$ cat src/tds_cfg.svh
`ifndef TDS_CFG_SVH
`define TDS_CFG_SVH
`define TDS_CLK_HZ        10000000
`define TDS_TICK_US       1
`define TDS_TICK_CYC      ((`TDS_CLK_HZ / 1000000) * `TDS_TICK_US)
`define TDS_SETUP_MS      20
`define TDS_SETUP_CYC     ((`TDS_CLK_HZ / 1000) * `TDS_SETUP_MS)
`define TDS_OFF_CTRL      6'h00
`define TDS_OFF_STATUS    6'h04
`define TDS_OFF_DELAY     6'h08
`define TDS_OFF_SAMPLES   6'h0c
`define TDS_OFF_TRIGS     6'h10
`define TDS_OFF_MEASCFG   6'h14
`define TDS_OFF_DLY_MIN   6'h18
`define TDS_OFF_DLY_MAX   6'h1c
`define TDS_OFF_CNT_MIN   6'h20
`define TDS_OFF_CNT_MAX   6'h24
`define TDS_CTRL_INIT     0
`define TDS_CTRL_ABORT    1
`define TDS_CTRL_BUSTRG   2
`define TDS_CTRL_DFLT     3
`define TDS_CTRL_DLYMIN   4
`define TDS_CTRL_DLYMAX   5
`define TDS_CTRL_SMPMIN   6
`define TDS_CTRL_SMPMAX   7
`define TDS_CTRL_TRGMIN   8
`define TDS_CTRL_TRGMAX   9
`define TDS_DLY_MAX_US    32'hd693a400
`define TDS_DLY_QMIN_US   32'h00000001
`define TDS_CNT_MIN       16'h0001
`define TDS_CNT_MAX       16'hc350
`define TDS_DLY_1MS5      32'h000005dc
`define TDS_DLY_1MS       32'h000003e8
`define TDS_DLY_10MS      32'h00002710
`define TDS_DLY_100MS     32'h000186a0
`define TDS_DLY_600MS     32'h000927c0
`define TDS_DLY_1S        32'h000f4240
`define TDS_DLY_7S        32'h006acfc0
`define TDS_RNG_1MOHM     3'h4
`endif

$ cat src/tds_pkg.sv
package tds_pkg;
  typedef enum logic [2:0] {TDS_DCV, TDS_DCI, TDS_OHM2, TDS_OHM4,
                            TDS_ACV, TDS_ACI, TDS_FREQ, TDS_PER} tds_func_e;
  typedef enum logic [1:0] {TDS_SRC_BUS, TDS_SRC_TTL, TDS_SRC_EXT, TDS_SRC_IMM} tds_src_e;
  typedef enum logic [2:0] {TDS_IDLE, TDS_SETUP, TDS_WAIT, TDS_DELAY, TDS_MEAS} tds_state_e;
  typedef struct packed {
    logic [2:0] ttl_sel;
    tds_src_e   src;
    logic [1:0] filter;
    logic       nplc_ge1;
    logic [2:0] range;
    tds_func_e  func;
  } tds_meas_cfg_s;
endpackage : tds_pkg

$ cat src/tds_sequencer.sv
`timescale 1ns/1ps
`include "tds_cfg.svh"
// Operation
// Delay zero to 3600 s, 1 us steps.
// Wait delay before every reading per trigger.
// Minimum loads zero, maximum loads 3600 s.
// Unset delay uses default from measurement settings.
// Default follows function and range changes.
// Explicit delay kept until overwrite, reset, default.
// DC: 1.5 ms long, 1.0 ms short integration.
// Ohms: range and integration pick the delay.
// AC delay set by filter bandwidth.
// Frequency and period default one second.
// Delay query: present, min 1 us, max.
// Sample count held, one to fifty thousand.
// Sample minimum one, maximum fifty thousand.
// Sample query: present, min one, max.
// After final trigger's readings return to idle.
// Count triggers, idle after trigger count served.
// Triggers accepted only in wait-for-trigger.
// Triggers ignored during 20 ms setup.
// External trigger on falling edge.
// Microsecond prescaler, delay reloaded per reading.
module tds_sequencer #(
  parameter int unsigned SETUP_CYC = `TDS_SETUP_CYC
) (
  input  wire logic        i_sys_clk,
  input  wire logic        i_arst_n,
  input  wire logic [5:0]  i_avs_address,
  input  wire logic        i_avs_read,
  input  wire logic        i_avs_write,
  input  wire logic [31:0] i_avs_writedata,
  output logic      [31:0] o_avs_readdata,
  output logic             o_avs_waitrequest,
  input  wire logic        i_ext_trig_n,
  input  wire logic [7:0]  i_ttl_trig_n,
  input  wire logic        i_sample_done,
  output logic             o_sample_start,
  output logic             o_busy
);

  ////////////////////////////////////////////////////////////////////////////
  localparam logic [3:0]  TICK_LAST  = 4'(`TDS_TICK_CYC - 1);
  localparam logic [31:0] SETUP_LAST = 32'(SETUP_CYC - 1);

  function automatic logic [31:0] tds_default_delay(input tds_pkg::tds_meas_cfg_s c);
    logic [31:0] d;
    d = `TDS_DLY_1S;
    unique case (c.func)
      tds_pkg::TDS_DCV, tds_pkg::TDS_DCI:
        d = c.nplc_ge1 ? `TDS_DLY_1MS5 : `TDS_DLY_1MS;
      tds_pkg::TDS_OHM2, tds_pkg::TDS_OHM4: begin
        if (c.range > `TDS_RNG_1MOHM) d = `TDS_DLY_100MS;
        else if (c.nplc_ge1) d = `TDS_DLY_1MS5;
        else if (c.range == `TDS_RNG_1MOHM) d = `TDS_DLY_10MS;
        else d = `TDS_DLY_1MS;
      end
      tds_pkg::TDS_ACV, tds_pkg::TDS_ACI:
        d = (c.filter == 2'h0) ? `TDS_DLY_7S :
            (c.filter == 2'h1) ? `TDS_DLY_1S : `TDS_DLY_600MS;
      tds_pkg::TDS_FREQ, tds_pkg::TDS_PER: d = `TDS_DLY_1S;
    endcase
    return d;
  endfunction : tds_default_delay

  function automatic logic [15:0] tds_clamp_cnt(input logic [31:0] v);
    if (v == 32'h0) return `TDS_CNT_MIN;
    if (v > 32'(`TDS_CNT_MAX)) return `TDS_CNT_MAX;
    return v[15:0];
  endfunction : tds_clamp_cnt

  ////////////////////////////////////////////////////////////////////////////
  logic                  ack_r;
  logic                  wr_go;
  logic [31:0]           ctl;
  tds_pkg::tds_meas_cfg_s cfg_r;
  logic [31:0]           delay_r;
  logic                  explicit_r;
  logic [15:0]           samp_r;
  logic [15:0]           trigs_r;
  logic [31:0]           active_dly;
  tds_pkg::tds_state_e   st_r;
  logic [31:0]           cnt_r;
  logic [3:0]            pre_r;
  logic [15:0]           samp_left_r;
  logic [15:0]           trig_left_r;
  logic                  ext_prev_r;
  logic                  ttl_prev_r;
  logic                  ttl_now;
  logic                  trig_ev;
  logic                  tick;

  // One wait cycle per access; a write acts at the edge with waitrequest low, read data is registered at the edge before it.
  assign o_avs_waitrequest = (i_avs_read | i_avs_write) & ~ack_r;
  assign wr_go = i_avs_write & ack_r;
  assign ctl   = (wr_go && i_avs_address == `TDS_OFF_CTRL) ? i_avs_writedata : 32'h0;

  always_ff @(posedge i_sys_clk or negedge i_arst_n) begin
    if (!i_arst_n) ack_r <= 1'b0;
    else ack_r <= (i_avs_read | i_avs_write) & ~ack_r;
  end

  always_ff @(posedge i_sys_clk or negedge i_arst_n) begin
    if (!i_arst_n) begin
      o_avs_readdata <= 32'h0;
    end else if (i_avs_read && !ack_r) begin
      unique case (i_avs_address)
        `TDS_OFF_STATUS:  o_avs_readdata <= {28'h0, explicit_r, st_r};
        `TDS_OFF_DELAY:   o_avs_readdata <= active_dly;
        `TDS_OFF_SAMPLES: o_avs_readdata <= {16'h0, samp_r};
        `TDS_OFF_TRIGS:   o_avs_readdata <= {16'h0, trigs_r};
        `TDS_OFF_MEASCFG: o_avs_readdata <= {18'h0, cfg_r};
        `TDS_OFF_DLY_MIN: o_avs_readdata <= `TDS_DLY_QMIN_US;
        `TDS_OFF_DLY_MAX: o_avs_readdata <= `TDS_DLY_MAX_US;
        `TDS_OFF_CNT_MIN: o_avs_readdata <= {16'h0, `TDS_CNT_MIN};
        `TDS_OFF_CNT_MAX: o_avs_readdata <= {16'h0, `TDS_CNT_MAX};
        default:          o_avs_readdata <= 32'h0;
      endcase
    end
  end

  ////////////////////////////////////////////////////////////////////////////
  always_ff @(posedge i_sys_clk or negedge i_arst_n) begin
    if (!i_arst_n) cfg_r <= '0;
    else if (wr_go && i_avs_address == `TDS_OFF_MEASCFG)
      cfg_r <= tds_pkg::tds_meas_cfg_s'({2'h0, i_avs_writedata[11:0]});
  end

  // Default is recomputed combinationally, so it tracks every setting change.
  assign active_dly = explicit_r ? delay_r : tds_default_delay(cfg_r);

  always_ff @(posedge i_sys_clk or negedge i_arst_n) begin
    if (!i_arst_n) begin
      delay_r    <= 32'h0;
      explicit_r <= 1'b0;
    end else if (ctl[`TDS_CTRL_DLYMIN]) begin
      delay_r    <= 32'h0;
      explicit_r <= 1'b1;
    end else if (ctl[`TDS_CTRL_DLYMAX]) begin
      delay_r    <= `TDS_DLY_MAX_US;
      explicit_r <= 1'b1;
    end else if (ctl[`TDS_CTRL_DFLT]) begin
      explicit_r <= 1'b0;
    end else if (wr_go && i_avs_address == `TDS_OFF_DELAY) begin
      delay_r    <= (i_avs_writedata > `TDS_DLY_MAX_US) ? `TDS_DLY_MAX_US
                                                        : i_avs_writedata;
      explicit_r <= 1'b1;
    end
  end

  always_ff @(posedge i_sys_clk or negedge i_arst_n) begin
    if (!i_arst_n) samp_r <= `TDS_CNT_MIN;
    else if (ctl[`TDS_CTRL_SMPMIN]) samp_r <= `TDS_CNT_MIN;
    else if (ctl[`TDS_CTRL_SMPMAX]) samp_r <= `TDS_CNT_MAX;
    else if (wr_go && i_avs_address == `TDS_OFF_SAMPLES)
      samp_r <= tds_clamp_cnt(i_avs_writedata);
  end

  always_ff @(posedge i_sys_clk or negedge i_arst_n) begin
    if (!i_arst_n) trigs_r <= `TDS_CNT_MIN;
    else if (ctl[`TDS_CTRL_TRGMIN] || ctl[`TDS_CTRL_DFLT]) trigs_r <= `TDS_CNT_MIN;
    else if (ctl[`TDS_CTRL_TRGMAX]) trigs_r <= `TDS_CNT_MAX;
    else if (wr_go && i_avs_address == `TDS_OFF_TRIGS)
      trigs_r <= tds_clamp_cnt(i_avs_writedata);
  end

  ////////////////////////////////////////////////////////////////////////////
  always_ff @(posedge i_sys_clk or negedge i_arst_n) begin
    if (!i_arst_n) begin
      ext_prev_r <= 1'b1;
      ttl_prev_r <= 1'b1;
    end else begin
      ext_prev_r <= i_ext_trig_n;
      ttl_prev_r <= ttl_now;
    end
  end

  assign ttl_now = i_ttl_trig_n[cfg_r.ttl_sel];

  always_comb begin
    unique case (cfg_r.src)
      tds_pkg::TDS_SRC_BUS: trig_ev = ctl[`TDS_CTRL_BUSTRG];
      tds_pkg::TDS_SRC_TTL: trig_ev = ttl_prev_r & ~ttl_now;
      tds_pkg::TDS_SRC_EXT: trig_ev = ext_prev_r & ~i_ext_trig_n;
      tds_pkg::TDS_SRC_IMM: trig_ev = 1'b1;
    endcase
  end

  assign tick = (pre_r == TICK_LAST);

  always_ff @(posedge i_sys_clk or negedge i_arst_n) begin
    if (!i_arst_n) pre_r <= 4'h0;
    else if (st_r != tds_pkg::TDS_DELAY || tick) pre_r <= 4'h0;
    else pre_r <= pre_r + 4'h1;
  end

  ////////////////////////////////////////////////////////////////////////////
  always_ff @(posedge i_sys_clk or negedge i_arst_n) begin
    if (!i_arst_n) begin
      st_r           <= tds_pkg::TDS_IDLE;
      cnt_r          <= 32'h0;
      samp_left_r    <= 16'h0;
      trig_left_r    <= 16'h0;
      o_sample_start <= 1'b0;
    end else begin
      o_sample_start <= 1'b0;
      if (ctl[`TDS_CTRL_ABORT]) begin
        st_r <= tds_pkg::TDS_IDLE;
      end else begin
        unique case (st_r)
          tds_pkg::TDS_IDLE: if (ctl[`TDS_CTRL_INIT]) begin
            st_r        <= tds_pkg::TDS_SETUP;
            cnt_r       <= SETUP_LAST;
            trig_left_r <= trigs_r;
          end
          tds_pkg::TDS_SETUP: begin
            if (cnt_r == 32'h0) st_r <= tds_pkg::TDS_WAIT;
            else cnt_r <= cnt_r - 32'h1;
          end
          tds_pkg::TDS_WAIT: if (trig_ev) begin
            st_r        <= tds_pkg::TDS_DELAY;
            cnt_r       <= active_dly;
            samp_left_r <= samp_r;
          end
          tds_pkg::TDS_DELAY: begin
            if (cnt_r == 32'h0) begin
              st_r           <= tds_pkg::TDS_MEAS;
              o_sample_start <= 1'b1;
            end else if (tick) begin
              cnt_r <= cnt_r - 32'h1;
            end
          end
          tds_pkg::TDS_MEAS: if (i_sample_done) begin
            if (samp_left_r > 16'h1) begin
              samp_left_r <= samp_left_r - 16'h1;
              cnt_r       <= active_dly;
              st_r        <= tds_pkg::TDS_DELAY;
            end else if (trig_left_r > 16'h1) begin
              trig_left_r <= trig_left_r - 16'h1;
              st_r        <= tds_pkg::TDS_WAIT;
            end else begin
              st_r <= tds_pkg::TDS_IDLE;
            end
          end
          default: st_r <= tds_pkg::TDS_IDLE;
        endcase
      end
    end
  end

  assign o_busy = (st_r != tds_pkg::TDS_IDLE);

  ////////////////////////////////////////////////////////////////////////////
  dly_range_a: assert property (@(posedge i_sys_clk) disable iff (!i_arst_n)
    active_dly <= `TDS_DLY_MAX_US) else $error("delay above limit");
  dly_reload_a: assert property (@(posedge i_sys_clk) disable iff (!i_arst_n)
    (st_r == tds_pkg::TDS_MEAS && i_sample_done && samp_left_r > 16'h1 && !ctl[1])
    |=> st_r == tds_pkg::TDS_DELAY && cnt_r == $past(active_dly))
    else $error("delay not reloaded before next reading");
  dly_min_a: assert property (@(posedge i_sys_clk) disable iff (!i_arst_n)
    ctl[`TDS_CTRL_DLYMIN] |=> delay_r == 32'h0 && explicit_r)
    else $error("minimum delay not loaded");
  dly_max_a: assert property (@(posedge i_sys_clk) disable iff (!i_arst_n)
    (ctl[`TDS_CTRL_DLYMAX] && !ctl[`TDS_CTRL_DLYMIN])
    |=> delay_r == `TDS_DLY_MAX_US && explicit_r) else $error("maximum delay not loaded");
  ohm_default_a: assert property (@(posedge i_sys_clk) disable iff (!i_arst_n)
    (!explicit_r && cfg_r.func == tds_pkg::TDS_OHM4 && cfg_r.range == `TDS_RNG_1MOHM
     && !cfg_r.nplc_ge1) |-> active_dly == `TDS_DLY_10MS)
    else $error("wrong ohms default delay");
  ac_default_a: assert property (@(posedge i_sys_clk) disable iff (!i_arst_n)
    (!explicit_r && cfg_r.func == tds_pkg::TDS_ACI && cfg_r.filter == 2'h1)
    |-> active_dly == `TDS_DLY_1S) else $error("wrong ac default delay");
  samp_range_a: assert property (@(posedge i_sys_clk) disable iff (!i_arst_n)
    samp_r >= `TDS_CNT_MIN && samp_r <= `TDS_CNT_MAX)
    else $error("sample count out of range");
  trig_range_a: assert property (@(posedge i_sys_clk) disable iff (!i_arst_n)
    trigs_r >= `TDS_CNT_MIN && trigs_r <= `TDS_CNT_MAX)
    else $error("trigger count out of range");
  start_pulse_a: assert property (@(posedge i_sys_clk) disable iff (!i_arst_n)
    o_sample_start |-> st_r == tds_pkg::TDS_MEAS ##1 !o_sample_start)
    else $error("reading start not a single pulse");
  dc_default_a: assert property (@(posedge i_sys_clk) disable iff (!i_arst_n)
    (!explicit_r && cfg_r.func == tds_pkg::TDS_DCV && cfg_r.nplc_ge1)
    |-> active_dly == `TDS_DLY_1MS5) else $error("wrong dc default delay");
  freq_default_a: assert property (@(posedge i_sys_clk) disable iff (!i_arst_n)
    (!explicit_r && cfg_r.func == tds_pkg::TDS_FREQ) |-> active_dly == `TDS_DLY_1S)
    else $error("wrong frequency default delay");
  samp_max_a: assert property (@(posedge i_sys_clk) disable iff (!i_arst_n)
    ctl[`TDS_CTRL_SMPMAX] && !ctl[`TDS_CTRL_SMPMIN] |=> samp_r == `TDS_CNT_MAX)
    else $error("maximum sample count not loaded");
  final_idle_a: assert property (@(posedge i_sys_clk) disable iff (!i_arst_n)
    (st_r == tds_pkg::TDS_MEAS && i_sample_done && samp_left_r == 16'h1
     && trig_left_r == 16'h1) |=> st_r == tds_pkg::TDS_IDLE)
    else $error("no return to idle after last reading");
  idle_ignore_a: assert property (@(posedge i_sys_clk) disable iff (!i_arst_n)
    st_r == tds_pkg::TDS_IDLE |=> st_r != tds_pkg::TDS_DELAY)
    else $error("trigger acted on in idle");
  setup_ignore_a: assert property (@(posedge i_sys_clk) disable iff (!i_arst_n)
    st_r == tds_pkg::TDS_SETUP |=> st_r != tds_pkg::TDS_DELAY)
    else $error("trigger acted on during setup");
  ext_edge_a: assert property (@(posedge i_sys_clk) disable iff (!i_arst_n)
    (st_r == tds_pkg::TDS_WAIT && cfg_r.src == tds_pkg::TDS_SRC_EXT && !ctl[1]
     && ext_prev_r && !i_ext_trig_n) |=> st_r == tds_pkg::TDS_DELAY)
    else $error("external falling edge missed");
  tick_rate_a: assert property (@(posedge i_sys_clk) disable iff (!i_arst_n)
    (st_r == tds_pkg::TDS_DELAY && cnt_r != 32'h0 && tick && !ctl[1])
    |=> cnt_r == $past(cnt_r) - 32'h1) else $error("delay did not count a tick");

endmodule : tds_sequencer

$ cat config.mk
export PLATFORM = sky130hd
export DESIGN_NAME = tds_sequencer
export DESIGN_NICKNAME = d
export VERILOG_FILES = /design/src/tds_pkg.sv /design/src/tds_sequencer.sv
export VERILOG_INCLUDE_DIRS = /design/src /design/src/src
export SDC_FILE = /design/constraint.sdc
export NUM_CORES = 1
export LEC_CHECK = 0
export ABC_AREA = 1
export BUFFER_PORTS_ARGS = -buffer_cell sky130_fd_sc_hd__buf_2
export CORE_MARGIN = 2
export CORE_UTILIZATION = 60
export DETAILED_ROUTE_END_ITERATION = 8
export PLACE_DENSITY = 0.8
export SETUP_SLACK_MARGIN = 0.2
export SKIP_LAST_GASP = 1
export SLEW_MARGIN = 20
export SYNTH_ARGS = -nofsm -noshare
export SYNTH_HDL_FRONTEND = slang
export SYNTH_SLANG_ARGS = --single-unit
$ cat constraint.sdc
create_clock -name i_sys_clk -period 2.6 [get_ports i_sys_clk]
set_input_delay 0.13 -clock i_sys_clk [delete_from_list [all_inputs] [get_ports i_sys_clk]]
set_output_delay 0.13 -clock i_sys_clk [all_outputs]
set_load 0.03 [all_outputs]
Word level (Yosys, flattened, before mapping)
Index checks and enable logic that the tools add are counted.
{"block": "totals", "reg_bits": 184, "out_inout_bits": 35, "elab_cells": 195}
{"block": "op_classes", "n_addsub": 4, "n_lt_le_gt_ge": 6, "eq_ne": 42, "mux": 80, "bitwise": 9, "reduce_logical": 34}
{"op": "2-to-1 mux 32 bit", "count": 13}
{"op": "2-to-1 mux 16 bit", "count": 19}
{"op": "case mux 32 bit (8 select lines)", "count": 1}
{"op": "case mux 32 bit (5 select lines)", "count": 1}
{"op": "case mux 32 bit (4 select lines)", "count": 1}
{"op": "logical NOT 32 bit", "count": 2}
{"op": "case mux 16 bit (2 select lines)", "count": 2}
{"op": "> comparator 16 x 1 -> 1 bit (second input constant)", "count": 2}
{"op": "> comparator 32 x 16 -> 1 bit (second input constant)", "count": 1}
{"op": "> comparator 32 bit (second input constant)", "count": 1}
{"op": "subtractor 16 x 1 -> 16 bit (second input constant)", "count": 2}
{"op": "subtractor 32 x 1 -> 32 bit (second input constant)", "count": 1}
{"op": "2-to-1 mux 14 bit", "count": 2}
{"op": "2-to-1 mux 1 bit", "count": 25}
{"op": "== test 6 x 5 -> 1 bit (second input constant)", "count": 4}
{"op": "2-to-1 mux 23 bit", "count": 1}
{"op": "2-to-1 mux 19 bit", "count": 1}
{"op": "== test 3 bit (second input constant)", "count": 6}
{"op": "2-to-1 mux 3 bit", "count": 6}
{"op": "inequality test 2 bit (second input constant)", "count": 9}
{"op": "2-to-1 mux 17 bit", "count": 1}
{"op": "inequality test 3 bit (second input constant)", "count": 5}
{"op": "case mux 3 bit (5 select lines)", "count": 1}
{"op": "== test 3 x 2 -> 1 bit (second input constant)", "count": 4}
{"op": "35 further kinds", "count": 64}

Longest topological paths before layout
{"block": "depth", "depth_word": 14, "depth_mapped": 14, "depth_no_buf": 12}

Worst setup path before layout
Ideal clock, no wire load.
{"block": "synth_path", "path_type": "reg2reg", "from": "reg cnt_r[0]", "to": "reg cnt_r[24]", "t_arrival_ns": 1.812, "t_required_ns": 2.484, "setup_slack_ns": 0.671, "stages_incl_launch_ff": 14, "path_buffers": 2, "synth_period_minus_slack_ns": 1.929, "path_cell_list": "dfrtp_1 -> inv_1 -> ha_1 -> nand3_2 -> nor2_4 -> nand2_1 -> nor3_2 -> nand4_1 -> nand2_4 -> inv_2 -> buf_6 -> buf_6 -> nand2_1 -> nand2_1"}
{"block": "synth_between", "elab_chain_cells": 4, "elab_cells_between_ends": 9, "cone_classes": "1 x add/sub; 2 x eq/ne; 4 x mux; 2 x reduce/logical"}
{"element": "start: declaration", "line": "tds_sequencer.sv:83", "text": "logic [31:0] cnt_r;"}
{"element": "start signal: assignment", "line": "tds_sequencer.sv:218", "text": "else cnt_r <= cnt_r - 32'h1;"}
{"element": "start signal: assignment", "line": "tds_sequencer.sv:222", "text": "cnt_r <= active_dly;"}
{"element": "start signal: assignment", "line": "tds_sequencer.sv:230", "text": "cnt_r <= cnt_r - 32'h1;"}
{"element": "subtractor 32 x 1 -> 32 bit", "line": "tds_sequencer.sv:218, tds_sequencer.sv:230"}
{"element": "2-to-1 mux 32 bit", "line": "tds_sequencer.sv:229", "text": "end else if (tick) begin"}
{"element": "2-to-1 mux 32 bit", "line": "tds_sequencer.sv:226", "text": "if (cnt_r == 32'h0) begin"}
{"element": "case mux 32 bit (5 select lines)", "line": "tds_sequencer.sv:210", "text": "unique case (st_r)"}
Several ways; a longest one is shown, not always the timed one. The select of a mux whose other input is x is not followed.
A chain may end at the register's enable or synchronous reset.

Final worst setup path
{"block": "layout_path", "from": "reg explicit_r", "to": "reg o_avs_readdata[14]"}
{"block": "layout_between", "elab_chain_cells": 2}
{"element": "start: declaration", "line": "tds_sequencer.sv:78", "text": "logic explicit_r;"}
{"element": "start signal: assignment", "line": "tds_sequencer.sv:135", "text": "explicit_r <= 1'b0;"}
{"element": "start signal: assignment", "line": "tds_sequencer.sv:138", "text": "explicit_r <= 1'b1;"}
{"element": "start signal: assignment", "line": "tds_sequencer.sv:141", "text": "explicit_r <= 1'b1;"}
{"element": "2-to-1 mux 32 bit", "line": "tds_sequencer.sv:130", "text": "assign active_dly = explicit_r ? delay_r : tds_default_delay(cfg_r);"}
{"element": "case mux 32 bit (8 select lines)", "line": "tds_sequencer.sv:107", "text": "unique case (i_avs_address)"}
{"element": "end signal: assignment", "line": "tds_sequencer.sv:108", "text": "`TDS_OFF_STATUS: o_avs_readdata <= {28'h0, explicit_r, st_r};"}
{"element": "end signal: assignment", "line": "tds_sequencer.sv:109", "text": "`TDS_OFF_DELAY: o_avs_readdata <= active_dly;"}
{"element": "end signal: assignment", "line": "tds_sequencer.sv:110", "text": "`TDS_OFF_SAMPLES: o_avs_readdata <= {16'h0, samp_r};"}
{"element": "end: declaration", "line": "tds_sequencer.sv:33", "text": "output logic [31:0] o_avs_readdata,"}
No other way between the ends.

==> flow_metrics.tcl <==
set metrics [dict create \
    place_congestion 1.00 \
    max-vdd-ir-drop_mv 1.19 \
    synth.top_cells.by_count "nand2_1 (519), nor2_1 (197), dfrtp_1 (180)" \
    via_per_inst 5.87 \
    max_slew_margin 0.505 \
    root_buffer "clkbuf_16" \
    synthToLayoutAreaGrowth_pct 13.2 \
    die_area_sq_mm 0.0193 \
    finalSetupTns_ps 0 \
    clk_latency_ps 450 \
    grt_pass1_vias 10311 \
    finalHoldViolations 0 \
    hold_ws_ps 8.01 \
    worstMarginPinSlew_ps 739 \
    setup_viol_count_final 0 \
    pwr-share-clk 0.216 \
    startpoint_type "flip-flop" \
    routed-via-count 11287 \
    p_int_mw 6.74 \
    critical_path_required_ps 2900 \
    finalCritPeriodShare 0.846 \
    syn_area_sq_mm 0.0109 \
    place_ws_ps 284 \
    h-tree-depth 4 \
    gr-total-overflow 0 \
    synthCells 1587 \
    ys_warn_count 0 \
    worst_clock_skew_ps 12.8 \
    wire_per_inst_microns 17.8 \
    switching_share 0.453 \
    dpl-instance-area_sq_mm 0.0116 \
    worstSetupPathType "flip-flop to flip-flop" \
    core_area_sq_mm 0.0179 \
    p_sw_mw 5.58 \
    end_kind "flip-flop" \
    numCtsBuffers 17 \
    yosysMostFrequentCell "nand2_1" \
    ys.flop_type "dfrtp_1" \
    yosys.area.top_type "dfrtp_1" \
    rsz0062_at_grt "no" \
    postSynthAreaPerCell_sq_um 6.89 \
    cts_tree "done" \
    post-route-min-period_ps 2200 \
    start_util 0.611 \
    drv_cap 0 \
    synth_seq_cells 184 \
    yosysUniqueCellTypes 48 \
    final_nets 1739 \
    cp_top_family "compound AO/OA/AOI/OAI gates" \
    grt_max_degree 78 \
    comb_power_share 0.433 \
    arrival_ps 2500 \
    hp-class "input pin to flip-flop" \
    pin_count 87 \
    crit_fanout 21 \
    crit_chain "buf_4, inv_1, a31oi_1, o21a_1, nand2_1, o21ai_0, o21ai_0, nand2_1" \
    die_w_microns 139 \
    ant_nets 0 \
    drt-total-wl_microns 34100 \
    io_buffers 80 \
    num_rows 49 \
    slowest_delay_ps 430 \
    stdcell_area_sq_mm 0.0124 \
    fill_cells 1538 \
    drv_slew 0 \
    synth_enable_flop_cells 0 \
    grtUsageTotal 0.357 \
    postLayoutCoreUtil 0.692 \
    grt_pass1_wl_microns 54700 \
    drt_iter0_markers 1359 \
    drc 0 \
    synth_top_cell_area_share 0.412 \
    slowest_stage "inv_1" \
    status "complete, no violations" \
    drive_above_1_share 0.113 \
    syn_nets 1646 \
    pwr_density_cell_mw_per_mm2 995 \
    timing.final.ws_setup_ps 402 \
    p_seq_frac 0.351 \
    async_reset_ff_frac 1.00 \
    worst-path-buf-inv 2 \
    clockBufferDepth 2 \
    antenna_found_initial 0 \
    max_freq_mhz 455 \
    synthTopCellsByArea "dfrtp_1 (41%), nand2_1 (18%), nor2_1 (6.8%)" \
    ys_seq_area_frac 0.422 \
    path_clk_slew_ps 80 \
    leakage_nw 6.31 \
    die_h_microns 139 \
    first_pass_iters 6 \
    diodes 0 \
    place_hpwl_microns 25500 \
    numClockSinks 184 \
]
## worst paths after layout
| kind | to | slack, ps | from | depth (start not counted) |
|---|---|---|---|---|
| max | o_avs_readdata[14] | 400 | explicit_r | 8 |
| min | delay_r[20] | 8 | i_avs_writedata[20] | 5 |
| max reg2reg | o_avs_readdata[14] | 400 | explicit_r | 8 |
| min reg2reg | ack_r | 470 | ack_r | 1 |
| max in group asynchronous | samp_r[0] | 1500 | i_arst_n | 3 |
| min in group asynchronous | samp_left_r[6] | 270 | i_arst_n | 2 |
## power groups by stage
stage	Sequential, mW	Clock, mW	Combinational, mW
floorplan	4.14	0	3.90
global placement	4.32	0	5.01
detailed placement	4.32	0	5.16
CTS	4.29	2.67	5.20
global route	4.42	2.79	6.05
finish	4.32	2.66	5.34
## final cells by class
type / count / area [sq um] / share of cell area
clock buffer: 17 / 425 / 0.0344
clock inverter: 15 / 164 / 0.0132
inverter: 151 / 569 / 0.0460
multi-input combinational: 1204 / 5550 / 0.449
sequential: 184 / 4610 / 0.372
tap: 229 / 287 / 0.0231
timing repair buffer: 122 / 773 / 0.0625
## per-layer routing
metal  share of wire  GRT usage  vias to the layer above
li1                -          -                     5346
met1            0.44      0.543                     5260
met2            0.43      0.519                      598
met3           0.096     0.0753                       83
met4           0.026      0.103                        0
met5               0          0                        -
## cell usage in the layout, fill, tap and decap left out, types with 5 or more instances in the layout
master,netlist,layout
inv_6,0,6
inv_2,8,7
buf_2,12,79
dlygate4sd3_1,0,13
a21oi_1,35,34
nand2_2,5,5
nand3_1,125,124
clkbuf_16,0,17
xor2_1,12,12
nor3_1,13,13
nand2_1,519,519
a31oi_1,15,15
dfrtp_1,180,180
buf_4,1,27
o211ai_1,8,8
nand4_1,27,27
inv_1,139,139
nor2_1,197,197
o21a_1,6,6
o22ai_1,25,25
xnor2_1,7,7
a22oi_1,10,10
ha_1,7,7
or2_2,9,9
o21ai_0,138,138
nor2_2,9,9
## state kept, by name, indices dropped and copies added (netlist names), 3 cells and up
register and flops:
cfg_r 12, cnt_r 32, delay_r 32, o_avs_readdata 32
pre_r 4, samp_left_r 16, samp_r 16, st_r 3
trig_left_r 16, trigs_r 16
## logic make-up (layout without fill, tap and decap cells)
kind of cell | Yosys count | in the layout | share of synthesized area
flops | 184 | 184 | 0.422
mux | 1 | 1 | 0.00103
simple gates | 922 | 922 | 0.352
compound gates | 255 | 255 | 0.131
fa+ha+maj | 7 | 7 | 0.00801
buf+inv | 199 | 305 | 0.0714
xor+xnor | 19 | 19 | 0.0152
## worst reg2reg max path, delay by kind of cell (launching register included)
kind	cells	cell delay [ps]
and+or+nand+nor	2	180
DFF	1	360
buffers and inverters	2	620
AOI/OAI and AO/OA	4	890
## metrics by stage
stage,cells,power (mW)
finish,1922,12.3
global placement,1875,9.33
global route,1922,13.2
detailed placement,1875,9.48
floorplan,1587,8.04
CTS,1920,12.2
## what timing repair did
action / CTS / global route
gates resized for setup: 0 / 5
endpoints found under the setup margin: 0 / 50
hold endpoints to repair: 83 / 0
setup buffers: 0 / 2
hold buffers: 13 / 0
(Power assumes the default switching activity.)
